==> src/rtl/tfs_pkg.sv <==
// Behaviour
// - Master clock 8.192 MHz drives frame timing
// - Input edge select picks frame boundary edge
// - Frame pulse 122 ns, or 244 ns
// - Frame pulse style detected automatically
// - Drive generated 8.192 MHz output clock
// - Output edge select aligns clocks to boundary
// - 8 kHz frame pulse, 122/244 ns wide
// - Output pulses copy detected input style
// - Drive generated 16.384 MHz output clock
// - Second frame pulse 61/122 ns wide
// - Serial outputs launched on output timing
// - Streams 0-15: 256 or 128 channels
// - Streams 16-31 ignored at high rate
package tfs_pkg;
  // Master clock rate and period
  localparam int MCLK_KHZ         = 8192;
  localparam int MCLK_PERIOD_NS   = 1000000 / MCLK_KHZ;
  localparam int QUARTERS_PER_MCLK = 4;
  // Frame pulse widths as printed
  localparam int FP8_NARROW_NS    = 122;
  localparam int FP8_WIDE_NS      = 244;
  localparam int FP16_NARROW_NS   = 61;
  localparam int FP16_WIDE_NS     = 122;
  // Widths in master periods and in quarter periods
  localparam int FP_NARROW_MCLK   = FP8_NARROW_NS / MCLK_PERIOD_NS;
  localparam int FP_WIDE_MCLK     = FP8_WIDE_NS / MCLK_PERIOD_NS;
  localparam int FP8_NARROW_Q     = FP8_NARROW_NS * QUARTERS_PER_MCLK / MCLK_PERIOD_NS;
  localparam int FP8_WIDE_Q       = FP8_WIDE_NS * QUARTERS_PER_MCLK / MCLK_PERIOD_NS;
  localparam int FP16_NARROW_Q    = FP16_NARROW_NS * QUARTERS_PER_MCLK / MCLK_PERIOD_NS;
  localparam int FP16_WIDE_Q      = FP16_WIDE_NS * QUARTERS_PER_MCLK / MCLK_PERIOD_NS;
  // Frame geometry
  localparam int CHANNEL_BITS     = 8;
  localparam int CH_FAST          = 256;
  localparam int CH_SLOW          = 128;
  localparam int FRAME_BITS_FAST  = CH_FAST * CHANNEL_BITS;
  localparam int FRAME_BITS_SLOW  = CH_SLOW * CHANNEL_BITS;
  localparam int STREAMS          = 32;
  localparam int FAST_STREAMS     = 16;
  // Idle run length that marks the pulse's idle level
  localparam int IDLE_RUN_MCLK    = 4;
  // Reset value and fast rate lane mask
  localparam int HALF_LEN_RST     = 4;
  localparam logic [63:0] FAST_LANE_MASK = 64'h0000FFFF0000FFFF;

  typedef enum logic [0:0] {
    TFS_HUNT = 1'b0,
    TFS_LOCK = 1'b1
  } tfs_sync_t;

  // Style a: idle high, active low; style b: idle low, active high
  typedef enum logic [0:0] {
    TFS_STYLE_A = 1'b0,
    TFS_STYLE_B = 1'b1
  } tfs_style_t;
endpackage

==> src/rtl/tfs_word_if.sv <==
`timescale 1ns/10ps
interface tfs_word_if #(
  parameter int W = 8
);
  logic         valid;
  logic         ready;
  logic [W-1:0] data;
  modport src (output valid, output data, input ready);
  modport snk (input valid, input data, output ready);
endinterface

==> src/rtl/tfs_word_buf.sv <==
`timescale 1ns/10ps
module tfs_word_buf #(
  parameter int W     = 8,
  parameter int DEPTH = 2
) (
  // Clock and reset
  input  wire logic         clk_in,
  input  wire logic         rst_in,
  // Filling side
  tfs_word_if.snk           fill,
  // Draining side
  output logic              drain_valid_out,
  input  wire logic         drain_ready_in,
  output logic [W-1:0]      drain_data_out
);
  localparam int PW = (DEPTH > 1) ? $clog2(DEPTH) : 1;
  localparam int CW = $clog2(DEPTH + 1);

  logic [W-1:0]  mem_q [DEPTH];
  logic [PW-1:0] wr_ptr_q;
  logic [PW-1:0] rd_ptr_q;
  logic [CW-1:0] count_q;
  logic          push;
  logic          pop;

  // Honest full and empty from the entry count
  assign fill.ready      = (count_q != CW'(DEPTH));
  assign drain_valid_out = (count_q != '0);
  assign drain_data_out  = mem_q[rd_ptr_q];
  assign push            = fill.valid & fill.ready;
  assign pop             = drain_valid_out & drain_ready_in;

  // Storage written only on accepted pushes
  always_ff @(posedge clk_in) begin
    if (push) begin
      mem_q[wr_ptr_q] <= fill.data;
    end
  end

  // Pointers and count
  always_ff @(posedge clk_in) begin
    if (rst_in) begin
      wr_ptr_q <= '0;
      rd_ptr_q <= '0;
      count_q  <= '0;
    end else begin
      if (push) begin
        wr_ptr_q <= (wr_ptr_q == PW'(DEPTH - 1)) ? '0 : wr_ptr_q + 1'b1;
      end
      if (pop) begin
        rd_ptr_q <= (rd_ptr_q == PW'(DEPTH - 1)) ? '0 : rd_ptr_q + 1'b1;
      end
      if (push && !pop) begin
        count_q <= count_q + 1'b1;
      end else if (pop && !push) begin
        count_q <= count_q - 1'b1;
      end
    end
  end
endmodule

==> src/rtl/tfs_frame_timing.sv <==
`timescale 1ns/10ps
module tfs_frame_timing #(
  parameter int STREAMS = tfs_pkg::STREAMS,
  parameter int DEPTH   = 2
) (
  // Clock and reset
  input  wire logic                 clk_in,
  input  wire logic                 rst_in,
  // Timing source pins
  input  wire logic                 master_clock_in,
  input  wire logic                 frame_pulse_in,
  // Static configuration
  input  wire logic                 input_clock_edge_select_in,
  input  wire logic                 output_clock_edge_select_in,
  input  wire logic                 frame_pulse_width_select_in,
  input  wire logic                 rate_16m_select_in,
  // Serial stream pins
  input  wire logic [STREAMS-1:0]   backplane_serial_in,
  input  wire logic [STREAMS-1:0]   local_serial_in,
  output logic      [STREAMS-1:0]   backplane_serial_out,
  output logic      [STREAMS-1:0]   local_serial_out,
  // Generated timing
  output logic                      clk8_out,
  output logic                      frame_pulse8_out,
  output logic                      clk16_out,
  output logic                      frame_pulse16_out,
  output logic                      pulse_style_out,
  output logic                      locked_out,
  // Received channel words
  output logic                      rx_valid_out,
  input  wire logic                 rx_ready_in,
  output logic      [7:0]           rx_channel_out,
  output logic      [8*STREAMS-1:0] rx_backplane_out,
  output logic      [8*STREAMS-1:0] rx_local_out,
  output logic                      overrun_out,
  // Transmit channel words
  input  wire logic [8*STREAMS-1:0] tx_backplane_in,
  input  wire logic [8*STREAMS-1:0] tx_local_in,
  output logic                      tx_load_out
);
  localparam int NS = 2 * STREAMS;
  localparam int WW = 8 + 8 * NS;

  logic [2:0]          mclk_s_q;
  logic [1:0]          fp_s_q;
  logic [NS-1:0]       ser_s1_q;
  logic [NS-1:0]       ser_s2_q;
  logic                rise;
  logic                fall;
  logic                act_edge;
  logic                opp_edge;
  logic                mid_tick;
  logic                quarter_tick;
  logic [7:0]          ph_cnt_q;
  logic [7:0]          half_len_q;
  logic                fp_last_q;
  logic [2:0]          run_q;
  logic                idle_lvl_q;
  logic                style_known_q;
  logic [1:0]          asrt_q;
  logic                asserted;
  logic                in_boundary;
  logic [1:0]          width_mclk;
  tfs_pkg::tfs_sync_t  state_q;
  tfs_pkg::tfs_style_t style_q;
  logic [10:0]         bit_cnt_q;
  logic [10:0]         cur_bit;
  logic [10:0]         last_bit;
  logic                bit_tick;
  logic                frame_tick;
  logic [NS-1:0]       lane_mask;
  logic [NS-1:0]       ser_val;
  logic [7:0]          rx_sh_q [NS];
  logic [7:0]          tx_sh_q [NS];
  logic [NS-1:0]       ser_out_q;
  logic [NS-1:0]       ser_idle;
  logic [WW-1:0]       word_d;
  logic [WW-1:0]       word_q;
  logic                push_q;
  logic                overrun_q;
  logic [3:0]          fp8_cnt_q;
  logic [3:0]          fp16_cnt_q;
  logic                fp8_q;
  logic                fp16_q;
  logic                clk8_q;
  logic                clk16_q;
  logic [WW-1:0]       drain_data;
  logic [8*NS-1:0]     tx_all;

  tfs_word_if #(.W(WW)) fill_if ();

  // Two-flop synchronisers, third master clock flop for edge finding
  always_ff @(posedge clk_in) begin
    if (rst_in) begin
      mclk_s_q <= '0;
      fp_s_q   <= '0;
      ser_s1_q <= '0;
      ser_s2_q <= '0;
    end else begin
      mclk_s_q <= {mclk_s_q[1:0], master_clock_in};
      fp_s_q   <= {fp_s_q[0], frame_pulse_in};
      ser_s1_q <= {local_serial_in, backplane_serial_in};
      ser_s2_q <= ser_s1_q;
    end
  end

  // Edges of the master clock
  assign rise     = mclk_s_q[1] & ~mclk_s_q[2];
  assign fall     = ~mclk_s_q[1] & mclk_s_q[2];
  assign act_edge = input_clock_edge_select_in ? rise : fall;
  assign opp_edge = input_clock_edge_select_in ? fall : rise;

  // Half period measurement, gives mid points for the fast clock
  always_ff @(posedge clk_in) begin
    if (rst_in) begin
      ph_cnt_q   <= '0;
      half_len_q <= 8'(tfs_pkg::HALF_LEN_RST);
    end else if (rise | fall) begin
      half_len_q <= ph_cnt_q + 8'h01;
      ph_cnt_q   <= '0;
    end else if (ph_cnt_q != 8'hFF) begin
      ph_cnt_q <= ph_cnt_q + 8'h01;
    end
  end

  assign mid_tick     = ~(rise | fall) && ((ph_cnt_q + 8'h01) == (half_len_q >> 1));
  assign quarter_tick = rise | fall | mid_tick;

  // Idle level and pulse run tracking on each active edge
  always_ff @(posedge clk_in) begin
    if (rst_in) begin
      fp_last_q     <= 1'b1;
      run_q         <= '0;
      idle_lvl_q    <= 1'b1;
      style_known_q <= 1'b0;
      asrt_q        <= '0;
    end else if (act_edge) begin
      fp_last_q <= fp_s_q[1];
      if (fp_s_q[1] != fp_last_q) begin
        run_q <= 3'h1;
      end else if (run_q != 3'h7) begin
        run_q <= run_q + 3'h1;
      end
      if (fp_s_q[1] == fp_last_q && run_q >= 3'(tfs_pkg::IDLE_RUN_MCLK - 1)) begin
        idle_lvl_q    <= fp_s_q[1];
        style_known_q <= 1'b1;
      end
      asrt_q <= asserted ? ((asrt_q == 2'h3) ? asrt_q : asrt_q + 2'h1) : 2'h0;
    end
  end

  assign style_q     = idle_lvl_q ? tfs_pkg::TFS_STYLE_A : tfs_pkg::TFS_STYLE_B;
  assign asserted    = (fp_s_q[1] != idle_lvl_q);
  assign width_mclk  = frame_pulse_width_select_in ? 2'(tfs_pkg::FP_WIDE_MCLK)
                                                   : 2'(tfs_pkg::FP_NARROW_MCLK);
  assign in_boundary = act_edge & style_known_q & asserted & ((asrt_q + 2'h1) == width_mclk);

  // Frame lock: hunt for a pulse, then flywheel and realign
  always_ff @(posedge clk_in) begin
    if (rst_in) begin
      state_q <= tfs_pkg::TFS_HUNT;
    end else begin
      case (state_q)
        tfs_pkg::TFS_HUNT: begin
          if (in_boundary) begin
            state_q <= tfs_pkg::TFS_LOCK;
          end
        end
        tfs_pkg::TFS_LOCK: begin
          if (!style_known_q) begin
            state_q <= tfs_pkg::TFS_HUNT;
          end
        end
        default: begin
          state_q <= tfs_pkg::TFS_HUNT;
        end
      endcase
    end
  end

  // Bit ticks: one per master period slow, one per edge fast
  assign bit_tick   = ((state_q == tfs_pkg::TFS_LOCK) | in_boundary) &
                      (rate_16m_select_in ? (rise | fall) : act_edge);
  assign cur_bit    = in_boundary ? 11'h000 : bit_cnt_q;
  assign last_bit   = rate_16m_select_in ? 11'(tfs_pkg::FRAME_BITS_FAST - 1)
                                         : 11'(tfs_pkg::FRAME_BITS_SLOW - 1);
  assign frame_tick = bit_tick & (cur_bit == 11'h000);

  // Bit position within the frame
  always_ff @(posedge clk_in) begin
    if (rst_in) begin
      bit_cnt_q <= '0;
    end else if (bit_tick) begin
      bit_cnt_q <= (cur_bit >= last_bit) ? 11'h000 : cur_bit + 11'h001;
    end
  end

  // Upper streams are ignored at the fast rate
  assign lane_mask = rate_16m_select_in ? tfs_pkg::FAST_LANE_MASK[NS-1:0] : '1;
  assign ser_val   = ser_s2_q & lane_mask;
  assign ser_idle  = ~lane_mask;
  assign tx_all    = {tx_local_in, tx_backplane_in};

  // Completed channel word: number, then one byte per stream
  always_comb begin
    word_d = '0;
    word_d[WW-1 -: 8] = cur_bit[10:3];
    for (int i = 0; i < NS; i++) begin
      word_d[8*i +: 8] = {rx_sh_q[i][6:0], ser_val[i]};
    end
  end

  // Input shift registers, MSB first
  always_ff @(posedge clk_in) begin
    if (rst_in) begin
      for (int i = 0; i < NS; i++) begin
        rx_sh_q[i] <= '0;
      end
    end else if (bit_tick) begin
      for (int i = 0; i < NS; i++) begin
        rx_sh_q[i] <= {rx_sh_q[i][6:0], ser_val[i]};
      end
    end
  end

  // Offer each channel to the buffer, flag a word that finds it still full
  always_ff @(posedge clk_in) begin
    if (rst_in) begin
      push_q    <= 1'b0;
      word_q    <= '0;
      overrun_q <= 1'b0;
    end else begin
      if (bit_tick && cur_bit[2:0] == 3'h7) begin
        push_q <= 1'b1;
        word_q <= word_d;
        if (push_q && !fill_if.ready) begin
          overrun_q <= 1'b1;
        end
      end else if (fill_if.ready) begin
        push_q <= 1'b0;
      end
    end
  end

  assign fill_if.valid = push_q;
  assign fill_if.data  = word_q;

  tfs_word_buf #(
    .W     (WW),
    .DEPTH (DEPTH)
  ) u_buf (
    .clk_in          (clk_in),
    .rst_in          (rst_in),
    .fill            (fill_if),
    .drain_valid_out (rx_valid_out),
    .drain_ready_in  (rx_ready_in),
    .drain_data_out  (drain_data)
  );

  assign rx_channel_out   = drain_data[WW-1 -: 8];
  assign rx_local_out     = drain_data[16*STREAMS-1 : 8*STREAMS];
  assign rx_backplane_out = drain_data[8*STREAMS-1 : 0];
  assign overrun_out      = overrun_q;

  // Output shift registers launched on the output bit ticks
  always_ff @(posedge clk_in) begin
    if (rst_in) begin
      ser_out_q <= '1;
      for (int i = 0; i < NS; i++) begin
        tx_sh_q[i] <= '0;
      end
    end else if (bit_tick) begin
      for (int i = 0; i < NS; i++) begin
        if (cur_bit[2:0] == 3'h0) begin
          ser_out_q[i] <= tx_all[8*i + 7] | ser_idle[i];
          tx_sh_q[i]   <= {tx_all[8*i +: 7], 1'b0};
        end else begin
          ser_out_q[i] <= tx_sh_q[i][7] | ser_idle[i];
          tx_sh_q[i]   <= {tx_sh_q[i][6:0], 1'b0};
        end
      end
    end
  end

  assign tx_load_out          = bit_tick & (cur_bit[2:0] == 3'h0);
  assign backplane_serial_out = ser_out_q[STREAMS-1:0];
  assign local_serial_out     = ser_out_q[NS-1:STREAMS];

  // Output clocks: active master edge sets the boundary edge
  always_ff @(posedge clk_in) begin
    if (rst_in) begin
      clk8_q  <= 1'b0;
      clk16_q <= 1'b0;
    end else begin
      if (act_edge) begin
        clk8_q  <= output_clock_edge_select_in;
        clk16_q <= output_clock_edge_select_in;
      end else if (opp_edge) begin
        clk8_q  <= ~output_clock_edge_select_in;
        clk16_q <= output_clock_edge_select_in;
      end else if (mid_tick) begin
        clk16_q <= ~output_clock_edge_select_in;
      end
    end
  end

  // Output frame pulses, counted in quarter master periods
  always_ff @(posedge clk_in) begin
    if (rst_in) begin
      fp8_cnt_q  <= '0;
      fp16_cnt_q <= '0;
      fp8_q      <= 1'b1;
      fp16_q     <= 1'b1;
    end else begin
      if (frame_tick) begin
        fp8_cnt_q  <= frame_pulse_width_select_in ? 4'(tfs_pkg::FP8_WIDE_Q)
                                                  : 4'(tfs_pkg::FP8_NARROW_Q);
        fp16_cnt_q <= frame_pulse_width_select_in ? 4'(tfs_pkg::FP16_WIDE_Q)
                                                  : 4'(tfs_pkg::FP16_NARROW_Q);
      end else if (quarter_tick) begin
        fp8_cnt_q  <= (fp8_cnt_q != 4'h0) ? fp8_cnt_q - 4'h1 : 4'h0;
        fp16_cnt_q <= (fp16_cnt_q != 4'h0) ? fp16_cnt_q - 4'h1 : 4'h0;
      end
      fp8_q  <= (frame_tick | (fp8_cnt_q > 4'h1) | ((fp8_cnt_q == 4'h1) & ~quarter_tick))
                ^ (style_q == tfs_pkg::TFS_STYLE_A);
      fp16_q <= (frame_tick | (fp16_cnt_q > 4'h1) | ((fp16_cnt_q == 4'h1) & ~quarter_tick))
                ^ (style_q == tfs_pkg::TFS_STYLE_A);
    end
  end

  assign clk8_out          = clk8_q;
  assign clk16_out         = clk16_q;
  assign frame_pulse8_out  = fp8_q;
  assign frame_pulse16_out = fp16_q;
  assign pulse_style_out   = style_q;
  assign locked_out        = (state_q == tfs_pkg::TFS_LOCK);
endmodule

==> config.mk <==
export PLATFORM = sky130hd
export DESIGN_NAME = tfs_frame_timing
export DESIGN_NICKNAME = d
export VERILOG_FILES = /design/src/rtl/tfs_pkg.sv /design/src/rtl/tfs_word_if.sv /design/src/rtl/tfs_word_buf.sv /design/src/rtl/tfs_frame_timing.sv
export SDC_FILE = /design/constraint.sdc
export NUM_CORES = 2
export LEC_CHECK = 0
export ABC_AREA = 1
export BUFFER_PORTS_ARGS = -buffer_cell sky130_fd_sc_hd__buf_4
export CORE_AREA = 3 3 638 640
export DETAILED_ROUTE_END_ITERATION = 6
export DIE_AREA = 0 0 641 643
export RECOVER_POWER = 100
export SYNTH_ARGS = -nofsm -noshare
export SYNTH_HDL_FRONTEND = slang
export SYNTH_SLANG_ARGS = --single-unit
==> constraint.sdc <==
create_clock -name clk_in -period 42.5 [get_ports clk_in]
set_input_delay 8.5 -clock clk_in [delete_from_list [all_inputs] [get_ports clk_in]]
set_output_delay 8.5 -clock clk_in [all_outputs]
set_load 0.02 [all_outputs]
# Yosys cells after proc, flatten, opt, wreduce, memory -nomap -nowiden
# Memories as Yosys holds them, arrays and structs flattened. A register that Yosys moved wholly into a read port is not among the register bits.
# Cells that the tools add are included.
dict set report classes {
  bitwise 349
  n_div 0
  reduce_logical 25
  n_lt_le_gt_ge 4
  n_eq_ne 13
  mul 0
  n_mux 308
  addsub 10
  shifts 0
}
# operator count
set ops {}
lappend ops {{2-to-1 mux 7 bit} 128}
lappend ops {{2-to-1 mux 8 bit} 64}
lappend ops {{OR 1 bit} 327}
lappend ops {{2-to-1 mux 1 bit} 96}
lappend ops {{AND 64 bit} 1}
lappend ops {{2-to-1 mux 64 bit} 1}
lappend ops {{NOT 64 bit} 1}
lappend ops {{2-to-1 mux 11 bit} 3}
lappend ops {{2-to-1 mux 4 bit} 7}
lappend ops {{AND 1 bit} 12}
lappend ops {{nonzero test 2 bit} 6}
lappend ops {{adder 11 x 1 -> 11 bit (second input constant)} 1}
lappend ops {{greater-or-equal comparator 11 bit} 1}
lappend ops {{zero test 11 bit} 1}
lappend ops {{2-to-1 mux 2 bit} 5}
lappend ops {{2-to-1 mux 3 bit} 3}
lappend ops {{adder 8 x 1 -> 8 bit (second input constant)} 1}
lappend ops {{equality test 4 x 1 -> 1 bit (second input constant)} 2}
lappend ops {{equality test 8 x 7 -> 1 bit} 1}
lappend ops {{> comparator 4 x 1 -> 1 bit (second input constant)} 2}
lappend ops {{inequality test 8 bit (second input constant)} 1}
lappend ops {{AND reduction 2 bit} 4}
lappend ops {{nonzero test 4 bit} 2}
lappend ops {{subtractor 4 x 1 -> 4 bit (second input constant)} 2}
lappend ops {{other kinds (20)} 37}
dict set report totals {
  latchBits 0
  output_inout_bits 593
  ramBits 2000
  in_bits 585
  memories 3
  ff_bits 771
  wordCells 738
  mem_bits_ro 0
}
# memory words width rd rd_clocked_by_memory_dff wr line_no
set memory_table {}
lappend memory_table {u_buf.mem_q 2 520 1 1 1 tfs_word_buf.sv:19} ;# logic [W-1:0] mem_q [DEPTH];
lappend memory_table {rx_sh_q 64 8 64 0 64 tfs_frame_timing.sv:73} ;# logic [7:0] rx_sh_q [NS];
lappend memory_table {tx_sh_q 64 7 64 0 64 tfs_frame_timing.sv:74} ;# logic [7:0] tx_sh_q [NS];

# Depth between registers and ports, before layout
dict set report logic_depth {
  word_depth 14
  ltp_mapped 19
  depth_no_buf 18
}

# By module
# From an unflattened synthesis, not the netlist that was laid out.
dict set report unflattened {
  hier_cells 7932
  area_unflattened_um2 100400.0
}
# mod seq_area_each_um2 cells_per_inst area_each_um2 instances
set by_module_without_submodules {}
lappend by_module_without_submodules {tfs_frame_timing 42240.5 6277 62441.1 1}
lappend by_module_without_submodules {tfs_word_buf 31330.0 1655 37958.9 1}

# Worst setup path after synthesis
# OpenSTA, ideal clock, no wires.
dict set report synth_path {
  path_kind {reg2reg}
  start {register u_buf.count_q[1]}
  end {memory u_buf.mem_q[1][0] in the netlist's numbering, enable pin}
  arrival_ps 22039
  n_path_buf 0
  slack_ps 19042
  stages_incl_launch_ff 4
  setup_ps 1419
  cell_sequence {dfxtp_1 > inv_1 > o21ai_0 > nor2_1}
}
dict set report synth_between {
  elab_chain_len 4
}
# item line_no
set synth_rtl {}
lappend synth_rtl {{start, declared} tfs_word_buf.sv:22} ;# logic [CW-1:0] count_q;
lappend synth_rtl {{start signal, assigned} tfs_word_buf.sv:54} ;# count_q <= count_q + 1'b1;
lappend synth_rtl {{start signal, assigned} tfs_word_buf.sv:56} ;# count_q <= count_q - 1'b1;
lappend synth_rtl {{inequality test 2 bit} tfs_word_buf.sv:27} ;# assign fill.ready = (count_q != CW'(DEPTH));
lappend synth_rtl {{AND 1 bit} tfs_word_buf.sv:30} ;# assign push = fill.valid & fill.ready;
lappend synth_rtl {{2-to-1 mux 1 bit} tfs_word_buf.sv:35} ;# if (push) begin
lappend synth_rtl {{2-to-1 mux 1 bit (not written as such)} tfs_word_buf.sv:36} ;# mem_q[wr_ptr_q] <= fill.data;
lappend synth_rtl {{end, declared} tfs_word_buf.sv:19}
# No other way between the ends.

# Worst setup path in the final report
dict set report layout_path {
  start {input port input_clock_edge_select_in}
  end {register word_q[265], in the netlist fill_if.data[265], read port of rx_sh_q}
}
dict set report layout_between {
  elab_chain_len 7
  elab_cells_between_ends 10
}
# item line_no
set layout_rtl {}
lappend layout_rtl {{start, declared} tfs_frame_timing.sv:13} ;# input wire logic input_clock_edge_select_in,
lappend layout_rtl {{2-to-1 mux 1 bit *} tfs_frame_timing.sv:110} ;# assign act_edge = input_clock_edge_select_in ? rise : fall;
lappend layout_rtl {{AND 1 bit (3 in series)} tfs_frame_timing.sv:156} ;# assign in_boundary = act_edge & style_known_q & asserted & ((asrt_q + 2'h1) == width_mclk);
lappend layout_rtl {{2-to-1 mux 11 bit / OR 1 bit (equally long branches)} {tfs_frame_timing.sv:184, tfs_frame_timing.sv:182}}
lappend layout_rtl {{equality test 3 bit / AND 1 bit (equally long branches)} {tfs_frame_timing.sv:233, tfs_frame_timing.sv:182}}
lappend layout_rtl {{logical AND 1 bit *} tfs_frame_timing.sv:233} ;# if (bit_tick && cur_bit[2:0] == 3'h7) begin
lappend layout_rtl {{end, declared} tfs_frame_timing.sv:78} ;# logic [WW-1:0] word_q;
# Mark *: on every way between the ends. The rest lies on a longest branch, timed or not.
# A chain may end at the register's enable or synchronous reset.

==> results.json <==
{
  "synthMuxAreaShare": 0.0584,
  "grtUsageTotal": 0.136,
  "fillers": 40500,
  "fmax_mhz": 35.9,
  "cp_max_fo": 241,
  "worstSetupEndpointType": "flop",
  "htree_levels": 5,
  "worstSetupPathType": "input pin to flop",
  "drc": 0,
  "yosysUniqueCellTypes": 36,
  "grt_overflow_total": 0,
  "cts.sinks": 2707,
  "cts.repair.resized": 0,
  "die-area_um2": 412000,
  "nNetsFinal": 9607,
  "yosysMostFrequentCell": "edfxtp_1",
  "chipHeight_um": 643,
  "synth_top_area_cell": "edfxtp_1",
  "final_area_um2": 123000,
  "start_util": 0.249,
  "row_count": 233,
  "synth-xor-area-share": 0.000437,
  "rsz0062_at_grt": "no",
  "grt_pass1_vias": 60800,
  "syn_inst": 7948,
  "post_synth_and_or_nand_nor_area_fraction": 0.0904,
  "violations": "max-capacitance violations, max-slew violations",
  "holdWs_ns": 0.388,
  "setup_viol": 0,
  "final_hold_viol_count": 0,
  "clockBufferDepth": 4,
  "cts_made_buffers": 297,
  "netlist_area_um2": 100000,
  "ir_worst_vdd_mv": 0.0386,
  "yosys-top-cells-count": "1936 x edfxtp_1, 1118 x nor2_1, 771 x dfxtp_1",
  "ys_seq_area_frac": 0.734,
  "critical_path.top_delay_family": "buffers and inverters",
  "die_w_um": 641,
  "grt_pass1_wl_mm": 417,
  "power.leakage_nw": 45.3,
  "tritoncts": "done",
  "clk_pin_slew_ns": 0.06,
  "ios": 1178,
  "required_ns": 42.96,
  "tightestPinTransition_ns": 9.61,
  "area_growth_pct": 22.6,
  "postSynthAreaPerCell_um2": 12.6,
  "slew_viol_final": 5521,
  "power.density_nw_per_um2": 47.1,
  "worstPathArrival_ns": 28.35,
  "synth_edf_count": 1936,
  "dr_total_vias": 62600,
  "drt_iter0_drc": 4211,
  "avgRoutedWirePerCell_um": 20.2,
  "max_stage_delay_ns": 7.01,
  "place_area_um2": 114000,
  "synth-main-ff-cell": "edfxtp_1",
  "fin_tns_setup_ns": 0,
  "worst_path_most_repeated_cell": "nand2_1",
  "worst_hold_path_type": "flop to flop",
  "cp-start-kind": "input pin",
  "synth_top_family_by_area": "simple AND/OR/NAND/NOR gates",
  "status": "finished, violations left",
  "yosys.area_share.adder": 0.00150,
  "final_layout_size_suffix_gt1_frac": 0.173,
  "drt_wl_total_mm": 294,
  "cts-root-buf": "clkbuf_16",
  "crit_slowest_cell": "clkinvlp_2",
  "min_period_ns": 27.88,
  "async_reset_ff_frac": 0,
  "viasPerCell": 4.30,
  "port_buffers": 1177,
  "finalCritPeriodShare": 0.656,
  "place.gp.congestion": 0.786,
  "drv_cap": 72,
  "cp_cell_sequence": "clkbuf_1, inv_1, nand2_2, nand2_1, inv_1, nand2_1, o21ai_0, inv_2, nand2_1, clkinvlp_2, nand2_1, clkinvlp_2, clkbuf_1, o21ai_0, a21oi_1",
  "power_mw": 5.79,
  "firstDrtPassIters": 5,
  "clock_latency_ns": 0.92,
  "syn_nets": 8545,
  "finClkSkew_ns": 0.0714,
  "core_um2": 402000,
  "synth_top_area_share": 0.580,
  "ys_top_cells_by_area": "edfxtp_1 58%, dfxtp_1 15%, mux2_2 5.8%, nor2_1 4.2%, a21oi_1 2.8%",
  "dp_hpwl_mm": 189,
  "post_cts_buffers": 0,
  "synth-compound-area-share": 0.0664,
  "antenna_left": 0,
  "critPathBufInv": 7,
  "ctsHoldBuffers": 0,
  "ys_ff_latch": 2707,
  "slew_headroom": -5.41,
  "yosysWarnings": 0,
  "antenna_found_initial": 24,
  "grt_max_degree": 242
}
[kinds of logic after synthesis]
kind of cell             count (synthesis)
AO/OA/AOI/OAI                         1291
XOR/XNOR                                 5
adder cells (fa/ha/maj)                 12
buffers and inverters                 1186
flip-flops                            2707
multiplexers                           520
AND/OR/NAND/NOR                       2227
[flip-flops by register name, summed over array words and instances, names as in the netlist, 8 cells and up, named ones only]
register      cells
ser_s2_q         64
u_buf.mem_q    1040
ph_cnt_q          8
ser_s1_q         64
bit_cnt_q        11
tx_sh_q         448
fill_if.data    520
ser_out_q        64
rx_sh_q         448
[report_power, final]
group          total, mW  leakage, nW  switching, mW  internal, mW
Sequential          2.88         24.5         0.0180          2.87
Combinational      0.281         15.9          0.174         0.107
Clock               2.63         4.88           1.09          1.54
[metrics by stage]
step | utilization | setup WS (ns) | instances
global placement | 0.284 | 22.75 | 14000
CTS | 0.309 | 22.74 | 14500
finish | 0.306 | 14.62 | 14600
detailed placement | 0.284 | 22.76 | 14000
floorplan | - | 19.04 | 7948
global route | 0.306 | 12.02 | 14600
[cells in the final DEF (no fill, tap or decap), types with 4 or more instances in the layout]
| cell | n |
|---|---|
| inv_6 | 13 |
| clkinv_1 | 24 |
| inv_2 | 4 |
| a41oi_1 | 32 |
| a22oi_1 | 18 |
| nand4_1 | 6 |
| dfxtp_1 | 771 |
| inv_16 | 6 |
| edfxtp_1 | 1936 |
| clkbuf_8 | 41 |
| clkbuf_1 | 373 |
| nor3_1 | 5 |
| nand3_1 | 460 |
| clkinv_8 | 6 |
| nand3b_1 | 4 |
| nand2_2 | 6 |
| o21ai_1 | 5 |
| mux2_2 | 175 |
| o21ai_0 | 655 |
| buf_4 | 952 |
| inv_1 | 684 |
| clkbuf_16 | 298 |
| clkinv_2 | 40 |
| inv_8 | 4 |
| a21oi_1 | 566 |
| mux2_1 | 345 |
| clkinvlp_2 | 5 |
| bufinv_16 | 25 |
| clkinv_16 | 8 |
| nand2_1 | 618 |
| nor2_1 | 1120 |
| clkinvlp_4 | 10 |
| diode_2 | 16 |
| ha_1 | 12 |
| o22ai_1 | 8 |
[final timing paths]
kind                                                 start                             end  slack [ns]  cells after the start
worst max-delay path            input_clock_edge_select_in  fill_if.data[265]$_SDFFE_PP0P_       14.62                     15
worst min-delay path               ser_s1_q[63]$_SDFF_PP0_         ser_s2_q[63]$_SDFF_PP0_        0.39                      2
worst max register to register      mclk_s_q[1]$_SDFF_PP0_  fill_if.data[265]$_SDFFE_PP0P_       21.87                     15
worst min register to register     ser_s1_q[63]$_SDFF_PP0_         ser_s2_q[63]$_SDFF_PP0_        0.39                      2
[tightest hold or removal path: stages (launching register included)]
cell and delay [ns]:
dfxtp_1 0.30, inv_1 0.04, nor2_1 0.03
[cell type report]
| cell class | instances | area (um^2) | area share |
|---|---|---|---|
| clock inverters | 138 | 1750 | 0.0142 |
| clock buffers | 409 | 8280 | 0.0674 |
| diodes | 16 | 40.0 | 0.000326 |
| inverters | 694 | 2620 | 0.0213 |
| flip-flops and latches | 2707 | 73600 | 0.599 |
| well taps | 5287 | 6620 | 0.0538 |
| repair buffers | 1255 | 8280 | 0.0674 |
| multi-input cells | 4055 | 21800 | 0.177 |
[metal layers]
metal  up-vias  track usage  share of wire  wire [um]
li1      29600            -              -          -
met1     30800        0.158           0.39     113000
met2      1750        0.243           0.51     150000
met3       402       0.0280          0.062      18300
met4         2       0.0533          0.042      12200
met5         -            0       0.000068         20
(Power assumes the default switching activity.)
